==> config.mk <==
export PLATFORM = sky130hd
export DESIGN_NAME = pci_function_command_control
export DESIGN_NICKNAME = d
export VERILOG_FILES = /design/src/rtl/cmd_pkg.sv /design/src/rtl/cmd_if.sv /design/src/rtl/pci_function_command_control.sv /design/src/rtl/func_cmd_reg.sv
export SDC_FILE = /design/constraint.sdc
export NUM_CORES = 1
export LEC_CHECK = 0
export ABC_AREA = 1
export BUFFER_PORTS_ARGS = -buffer_cell sky130_fd_sc_hd__buf_2
export CORE_MARGIN = 2
export CORE_UTILIZATION = 42
export CTS_BUF_LIST = sky130_fd_sc_hd__clkbuf_16
export DETAILED_ROUTE_END_ITERATION = 10
export MAX_ROUTING_LAYER = met4
export PLACE_DENSITY = 0.75
export SLEW_MARGIN = 10
export SYNTH_ARGS = -nofsm -noshare
export SYNTH_HDL_FRONTEND = slang
export SYNTH_SLANG_ARGS = --single-unit
==> constraint.sdc <==
create_clock -name core_clk_in -period 0.9 [get_ports core_clk_in]
set_input_delay 0 -clock core_clk_in [delete_from_list [all_inputs] [get_ports core_clk_in]]
set_output_delay 0 -clock core_clk_in [all_outputs]
set_load 0.02 [all_outputs]
==> src/rtl/cmd_pkg.sv <==
// Shared constants for the per-function command register block
package cmd_pkg;
    localparam int NUM_FUNC = 3;
    localparam int FUNC_W = 2;
    localparam int CMD_W = 16;
    localparam int BE_W = 2;
    localparam int OFFSET_W = 8;
    localparam logic [OFFSET_W-1:0] CMD_OFFSET = 8'h04;
    localparam logic [CMD_W-1:0] CMD_RESET = 16'h0000;
    // Bits software may change: 10, 8, 6, 5, 2, 1, 0
    localparam logic [CMD_W-1:0] CMD_WRITABLE = 16'h0567;
    localparam logic [CMD_W-1:0] CMD_RSVD_HI = 16'hf800;
    localparam int LANE_W = 8;
    localparam int INTX_MASK_BIT = 10;
    localparam int FAST_B2B_BIT = 9;
    localparam int SYS_ERR_BIT = 8;
    localparam int RSVD7_BIT = 7;
    localparam int PARITY_RESP_BIT = 6;
    localparam int PALETTE_SNOOP_BIT = 5;
    localparam int WR_INVAL_BIT = 4;
    localparam int SPECIAL_BIT = 3;
    localparam int INITIATOR_BIT = 2;
    localparam int MEM_SPACE_BIT = 1;
    localparam int IO_SPACE_BIT = 0;
endpackage

==> src/rtl/cmd_if.sv <==
// Carrier between the control logic and one function's command register
`timescale 1ns/1ps
interface cmd_if;
    import cmd_pkg::*;
    logic wr;
    logic [BE_W-1:0] be;
    logic [CMD_W-1:0] wdata;
    logic [CMD_W-1:0] cmd;
    modport ctrl (output wr, output be, output wdata, input cmd);
    modport regs (input wr, input be, input wdata, output cmd);
endinterface

==> src/rtl/pci_function_command_control.sv <==
// Command registers of three functions and the bus gating they steer
// How it works
// - Bits 15 to 11 always read zero and ignore writes.
// - Bit 7 always reads zero.
// - A set INTx mask bit keeps that function's INTx deasserted; reset value is zero.
// - The fast back-to-back bit is read-only zero.
// - SERR is only driven when the system error enable is set.
// - An address parity error reaches SERR only with both system error and parity response enabled.
// - Data parity errors assert PERR only with parity response enabled, otherwise they are ignored.
// - With palette snoop set, palette writes are snooped and not claimed; otherwise decoded normally.
// - The write-and-invalidate bit is hardwired zero; only plain memory writes are used.
// - The special-cycle bit is hardwired zero and special cycles are never answered.
// - Bus requests as initiator leave only while the initiator enable is set.
// - Memory-space cycles are claimed only while memory space is enabled.
// - I/O-space cycles are claimed only while I/O space is enabled.
// - Each of the three functions has its own independently written command register.
// - System error and parity response enables read back per function but act as an OR of all three.
// - INTx asserts only with pending status set and mask clear; the mask never alters pending status.
`timescale 1ns/1ps
module pci_function_command_control (
    // Clock and reset
    input wire logic core_clk_in,
    input wire logic sys_rst_in,
    // Configuration access
    input wire logic cfg_wr_in,
    input wire logic cfg_rd_in,
    input wire logic [cmd_pkg::FUNC_W-1:0] cfg_func_in,
    input wire logic [cmd_pkg::OFFSET_W-1:0] cfg_offset_in,
    input wire logic [cmd_pkg::BE_W-1:0] cfg_be_in,
    input wire logic [cmd_pkg::CMD_W-1:0] cfg_wdata_in,
    output logic [cmd_pkg::CMD_W-1:0] cfg_rdata_out,
    output logic cfg_rvalid_out,
    // Per-function events and shared parity errors from the bus engine
    input wire logic [cmd_pkg::NUM_FUNC-1:0] int_pending_in,
    input wire logic [cmd_pkg::NUM_FUNC-1:0] initiator_req_in,
    input wire logic [cmd_pkg::NUM_FUNC-1:0] mem_hit_in,
    input wire logic [cmd_pkg::NUM_FUNC-1:0] io_hit_in,
    input wire logic [cmd_pkg::NUM_FUNC-1:0] palette_wr_in,
    input wire logic addr_parity_err_in,
    input wire logic data_parity_err_in,
    // Gated results
    output logic [cmd_pkg::NUM_FUNC-1:0] intx_out,
    output logic [cmd_pkg::NUM_FUNC-1:0] bus_req_out,
    output logic [cmd_pkg::NUM_FUNC-1:0] mem_claim_out,
    output logic [cmd_pkg::NUM_FUNC-1:0] io_claim_out,
    output logic [cmd_pkg::NUM_FUNC-1:0] palette_claim_out,
    output logic [cmd_pkg::NUM_FUNC-1:0] palette_snoop_out,
    // Open-drain error pins, driven low while enabled
    output logic serr_n_out,
    output logic serr_oe_out,
    output logic perr_n_out,
    output logic perr_oe_out
);
    import cmd_pkg::*;

    typedef struct packed {
        logic [CMD_W-1:0] rdata;
        logic rvalid;
        logic [NUM_FUNC-1:0] intx;
        logic [NUM_FUNC-1:0] bus_req;
        logic [NUM_FUNC-1:0] mem_claim;
        logic [NUM_FUNC-1:0] io_claim;
        logic [NUM_FUNC-1:0] pal_claim;
        logic [NUM_FUNC-1:0] pal_snoop;
        logic serr_n;
        logic serr_oe;
        logic perr_n;
        logic perr_oe;
    } ctl_state_t;

    // Command offset decode, shared by the read and write paths
    function automatic logic cmd_hit(input logic [OFFSET_W-1:0] offset);
        cmd_hit = (offset == CMD_OFFSET);
    endfunction

    ctl_state_t state_r;
    ctl_state_t state_nxt;
    logic [CMD_W-1:0] cmd_q [NUM_FUNC];
    logic [NUM_FUNC-1:0] system_error_enable_vec;
    logic [NUM_FUNC-1:0] parity_response_enable_vec;
    logic system_error_enable_any;
    logic parity_response_enable_any;

    cmd_if fn_if [NUM_FUNC] ();

    genvar g;
    generate
        for (g = 0; g < NUM_FUNC; g++) begin : g_func
            // Separate storage per function, nothing shared
            assign fn_if[g].wr = cfg_wr_in && cmd_hit(cfg_offset_in) && cfg_func_in == FUNC_W'(g);
            assign fn_if[g].be = cfg_be_in;
            assign fn_if[g].wdata = cfg_wdata_in;
            assign cmd_q[g] = fn_if[g].cmd;
            assign system_error_enable_vec[g] = fn_if[g].cmd[SYS_ERR_BIT];
            assign parity_response_enable_vec[g] = fn_if[g].cmd[PARITY_RESP_BIT];

            func_cmd_reg u_reg (
                .core_clk_in(core_clk_in),
                .sys_rst_in(sys_rst_in),
                .port(fn_if[g])
            );
        end
    endgenerate

    // Error enables act chip-wide while reading back per function
    assign system_error_enable_any = |system_error_enable_vec;
    assign parity_response_enable_any = |parity_response_enable_vec;

    always_comb begin
        state_nxt = state_r;
        state_nxt.rvalid = cfg_rd_in;
        state_nxt.rdata = '0;
        if (cfg_rd_in && cmd_hit(cfg_offset_in) && cfg_func_in < FUNC_W'(NUM_FUNC)) begin
            state_nxt.rdata = cmd_q[cfg_func_in] & CMD_WRITABLE;
        end
        for (int i = 0; i < NUM_FUNC; i++) begin
            // Mask only gates the pin; pending status is left alone
            state_nxt.intx[i] = int_pending_in[i] && !cmd_q[i][INTX_MASK_BIT];
            state_nxt.bus_req[i] = initiator_req_in[i] && cmd_q[i][INITIATOR_BIT];
            state_nxt.mem_claim[i] = mem_hit_in[i] && cmd_q[i][MEM_SPACE_BIT];
            state_nxt.io_claim[i] = io_hit_in[i] && cmd_q[i][IO_SPACE_BIT];
            state_nxt.pal_claim[i] = palette_wr_in[i] && !cmd_q[i][PALETTE_SNOOP_BIT];
            state_nxt.pal_snoop[i] = palette_wr_in[i] && cmd_q[i][PALETTE_SNOOP_BIT];
        end
        state_nxt.serr_n = 1'b0;
        state_nxt.perr_n = 1'b0;
        state_nxt.serr_oe = addr_parity_err_in && system_error_enable_any && parity_response_enable_any;
        state_nxt.perr_oe = data_parity_err_in && parity_response_enable_any;
    end

    always_ff @(posedge core_clk_in) begin
        if (sys_rst_in) begin
            state_r <= '0;
        end else begin
            state_r <= state_nxt;
        end
    end

    assign cfg_rdata_out = state_r.rdata;
    assign cfg_rvalid_out = state_r.rvalid;
    assign intx_out = state_r.intx;
    assign bus_req_out = state_r.bus_req;
    assign mem_claim_out = state_r.mem_claim;
    assign io_claim_out = state_r.io_claim;
    assign palette_claim_out = state_r.pal_claim;
    assign palette_snoop_out = state_r.pal_snoop;
    assign serr_n_out = state_r.serr_n;
    assign serr_oe_out = state_r.serr_oe;
    assign perr_n_out = state_r.perr_n;
    assign perr_oe_out = state_r.perr_oe;

    generate
        for (g = 0; g < NUM_FUNC; g++) begin : g_chk

        end
    endgenerate
endmodule

==> src/rtl/func_cmd_reg.sv <==
// One function's command register with byte-lane writes
`timescale 1ns/1ps
module func_cmd_reg (
    // Clock and reset
    input wire logic core_clk_in,
    input wire logic sys_rst_in,
    // Register access
    cmd_if.regs port
);
    import cmd_pkg::*;

    typedef struct packed {
        logic [CMD_W-1:0] cmd;
    } reg_state_t;

    reg_state_t state_r;
    reg_state_t state_nxt;
    logic [CMD_W-1:0] wmask;

    always_comb begin
        state_nxt = state_r;
        wmask = {{LANE_W{port.be[1]}}, {LANE_W{port.be[0]}}} & CMD_WRITABLE;
        if (port.wr) begin
            // Fixed and reserved bits never take write data
            state_nxt.cmd = (state_r.cmd & ~wmask) | (port.wdata & wmask);
        end
    end

    always_ff @(posedge core_clk_in) begin
        if (sys_rst_in) begin
            state_r <= '{cmd: CMD_RESET};
        end else begin
            state_r <= state_nxt;
        end
    end

    assign port.cmd = state_r.cmd;
endmodule

After elaboration in Yosys (flattened, before gate mapping)
Index checks and enable logic that the tools add are counted.
{"block": "word_totals", "ff_bits": 85, "input_bits": 49, "wordCells": 69, "out_inout_bits": 39}
{"block": "classes", "n_eq_ne": 3, "bitwise": 10, "order_cmp": 2, "n_reduce_logical": 37, "n_mux": 3}
{"cell": "bitwise AND 16 bit", "n": 3}
{"cell": "OR 16 bit", "n": 3}
{"cell": "binary-select mux 16 bit (select 2 bit)", "n": 1}
{"cell": "logical AND 1 bit", "n": 27}
{"cell": "2-to-1 mux 11 bit", "n": 2}
{"cell": "bitwise AND 16 x 11 -> 16 bit", "n": 1}
{"cell": "inverter 11 -> 16 bit", "n": 1}
{"cell": "equality test 8 x 3 -> 1 bit (second input constant)", "n": 1}
{"cell": "zero test 1 bit", "n": 6}
{"cell": "OR reduction 3 bit", "n": 2}
{"cell": ">= comparator 3 bit (second input constant)", "n": 1}
{"cell": "inverter 2 -> 3 bit", "n": 1}
{"cell": "equality test 2 x 1 -> 1 bit (second input constant)", "n": 1}
{"cell": "equality test 2 bit (second input constant)", "n": 1}
{"cell": "zero test 2 bit", "n": 1}
{"cell": "less-than comparator 2 bit (second input constant)", "n": 1}
{"cell": "OR reduction 2 bit", "n": 1}
{"cell": "inverter 1 bit", "n": 1}

Logic depth before layout (Yosys ltp)
{"block": "depth", "word_depth": 5, "mapped_depth": 8, "depth_no_buf": 8}

Cells and area by module
From an unflattened synthesis, not the netlist that was laid out.
{"block": "unflattened", "cells_unflattened": 329, "area_unflattened_um2": 2254.7}
{"mod": "pci_function_command_control", "n_inst": 1, "seq_area_each_um2": 560.5, "area_per_inst_um2": 1184.9, "cells_per_inst": 164}
{"mod": "func_cmd_reg", "n_inst": 3, "seq_area_each_um2": 140.1, "area_per_inst_um2": 356.6, "cells_per_inst": 55}

Worst setup path after synthesis
Ideal clock, no wire load.
{"block": "synth_path", "path_type": "input to register", "start": "input port cfg_offset_in[7] (netlist bit)", "end": "register (tool-made name)", "setup_ps": 114, "t_arrival_ps": 732, "required_ps": 786, "path_stages": 6, "n_path_buf": 0, "setup_slack_ps": 55, "path_cell_list": "nor2_1 > nand2_1 > nor2_8 > nand4_4 > nor2_1 > nor2_1"}
{"item": "from (decl)", "line": "pci_function_command_control.sv:28", "text": "input wire logic [cmd_pkg::OFFSET_W-1:0] cfg_offset_in,"}

==> impl_metrics.json <==
{
  "antenna_found_initial": 0,
  "drive_gt1_share_pct": 27.1,
  "power_density_mw_per_mm2": 1670,
  "synthAdderAreaFrac_pct": 0,
  "insertion_delay_ns": 0.28,
  "ctsRootBufferMaster": "clkbuf_16",
  "grt_remaining_overflow": 0,
  "synthToLayoutAreaGrowth_pct": 42.3,
  "first_global_vias": 1700,
  "ant_nets": 0,
  "synthSimpleGateAreaFrac_pct": 35.2,
  "synth_area_sq_mm": 0.00197,
  "synth_edf_count": 0,
  "worst-r2r-setup-slack_ns": 0.05,
  "yosysMostFrequentCell": "nand2_1",
  "dp.cells": 380,
  "synth_top_family_by_area": "simple AND/OR/NAND/NOR gates",
  "routed_wl_mm": 4.66,
  "hold_violations": 0,
  "synthFlopType": "dfxtp_1",
  "wl_per_cell_um": 11.3,
  "num_antenna_cells": 0,
  "fp.dieArea_sq_mm": 0.00525,
  "num_io_pins": 88,
  "outcome": "finished, final reports clean",
  "holdPathStages": 3,
  "synth.area.top_cells": "dfxtp_1, nand2_1, nor2_1",
  "muxShareOfSynthArea_pct": 0,
  "arrival_ns": 1.01,
  "core_sq_mm": 0.00444,
  "fin_crit_sh_pct": 93.9,
  "track_usage_pct": 18.8,
  "cts_tree": "done",
  "whs_endpoint": "mem_claim_out[1]$_SDFF_PP0_",
  "hold_path.class": "input pin to flip-flop",
  "period_minus_slack_ns": 0.845,
  "synth_xor_area_share_pct": 0,
  "fmax_mhz": 1180,
  "synth_top_area_share_pct": 49.8,
  "async_flop_share_pct": 0,
  "rsz0062_at_grt": "no",
  "setup_violations": 0,
  "slew_viol_final": 0,
  "finalNetCount": 409,
  "post-route-drc-count": 0,
  "die_x_um": 72.5,
  "final_cells": 413,
  "place.gp.congestion": 0.753,
  "cts_buffers": 5,
  "clockBufferDepth": 2,
  "initial_utilization_pct": 44.3,
  "die_height_um": 72.5,
  "synth_compound_area_share_pct": 3.88,
  "grt_pass1_wl_mm": 7.51,
  "worstHoldStart": "sys_rst_in",
  "postSynthCellCount": 258,
  "rr_worst_depth": 2,
  "path_class": "flip-flop to flip-flop",
  "final.setup.tns_ns": 0,
  "vdd_drop_max_mv": 1.02,
  "ys_ff_latch": 49,
  "drtIter0Drc": 72,
  "hpwl_mm": 3.22,
  "cp_max_fo": 3,
  "endpoint_kind": "flip-flop",
  "synthTopCellsByCount": "nand2_1, nor2_1, dfxtp_1, inv_1, buf_4",
  "cts_sinks": 49,
  "crit_path_start_kind": "flip-flop",
  "cp.required_ns": 1.06,
  "maxCapViolCount": 0,
  "firstDrtPassIters": 4,
  "htree_num_levels": 2,
  "grt_max_degree": 22,
  "routed_via_density": 4.56,
  "ys_types": 20,
  "finClkSkew_ns": 0.00454,
  "synth_seq_area_share_pct": 49.8,
  "portBuffers": 67,
  "ys_warn_count": 0,
  "vias": 1882,
  "synth_top_area_cell": "dfxtp_1",
  "rows": 24,
  "avgSynthCellArea_sq_um": 7.63,
  "rr_endpoint": "serr_oe_out$_SDFF_PP0_",
  "leakage_nw": 1.45,
  "cts.clk_slew.worst_paths_ns": 0.06
}
==> worst max path at each step <==
stage	from	end	slack, ns
3_5_place_dp	cfg_offset_in[1]	cfg_rdata_out[5]$_SDFF_PP0_	-0.21
2_1_floorplan	cfg_offset_in[7]	flip-flop	0.05
5_1_grt	flip-flop	serr_oe_out$_SDFF_PP0_	0.006
6_report	flip-flop	serr_oe_out$_SDFF_PP0_	0.05
3_3_place_gp	cfg_offset_in[5]	cfg_rdata_out[2]$_SDFF_PP0_	-0.18
4_1_cts	flip-flop	serr_oe_out$_SDFF_PP0_	0.05
==> cells in the final DEF, fill, tap and decap left out, types with 2 or more instances in the layout <==
| cell | instances |
|---|---|
| nor2_4 | 2 |
| inv_2 | 2 |
| a21oi_1 | 2 |
| nand2_1 | 73 |
| nand4_4 | 3 |
| buf_2 | 67 |
| a22oi_1 | 2 |
| inv_1 | 27 |
| buf_4 | 8 |
| nand4_2 | 3 |
| dlygate4sd3_1 | 25 |
| conb_1 | 11 |
| nor3_1 | 8 |
| clkbuf_16 | 5 |
| dfxtp_1 | 49 |
| a31oi_1 | 5 |
| nor2_2 | 2 |
| nor2_1 | 59 |
==> kinds of logic after synthesis <==
kind of cell / after synthesis
DFF: 49
buffers and inverters: 45
AOI/OAI and AO/OA: 11
and+or+nand+nor: 152
other: 1
==> layout make-up <==
class	count	area (sq um)
fillers	401	1640
flip-flops and latches	49	981
multi-input cells	174	816
repair buffers	101	666
clock buffers	5	125
inverters	29	109
well taps	52	65.1
clock inverters	3	41.3
==> metrics by stage <==
stage / area [sq um] / hold slack [ns] / total power, mW / worst slack, ns / utilization, %
after global placement: 2380 / 0.210 / 2.56 / -0.176 / 53.6
after CTS: 2800 / 0.0627 / 4.72 / 0.0450 / 63.0
after floorplan: 2010 / 0.0926 / 2.43 / 0.0546 / -
final: 2800 / 0.0658 / 4.69 / 0.0546 / 63.1
after detailed placement: 2380 / 0.208 / 2.57 / -0.208 / 53.6
after global routing: 2800 / 0.0907 / 4.85 / 0.00569 / 63.1
==> power breakdown <==
group	switching (mW)	leakage, nW	internal (mW)
clock network	0.781	0.0775	1.30
registers	0.00328	0.396	2.18
logic	0.228	0.981	0.192
==> worst max-delay path, cell delays in order (launching register included) <==
cell and delay [ns]:
dfxtp_1 0.33, nor3_1 0.30, nor3_1 0.09
==> routing by layer <==
metal	vias up	GRT usage, %	wire [um]
li1	968	-	-
met1	847	21.5	2010
met2	65	32.9	2330
met3	2	4.17	302
met4	0	5.56	17
met5	-	-	0
==> what timing repair did <==
action / CTS / global route
endpoints found under the hold margin: 40 / 0
hold buffers: 25 / 0
buffers inserted: 0 / 0
gates resized for setup: 0 / 2
setup endpoints to repair: 0 / 6
(Power assumes the default switching activity.)
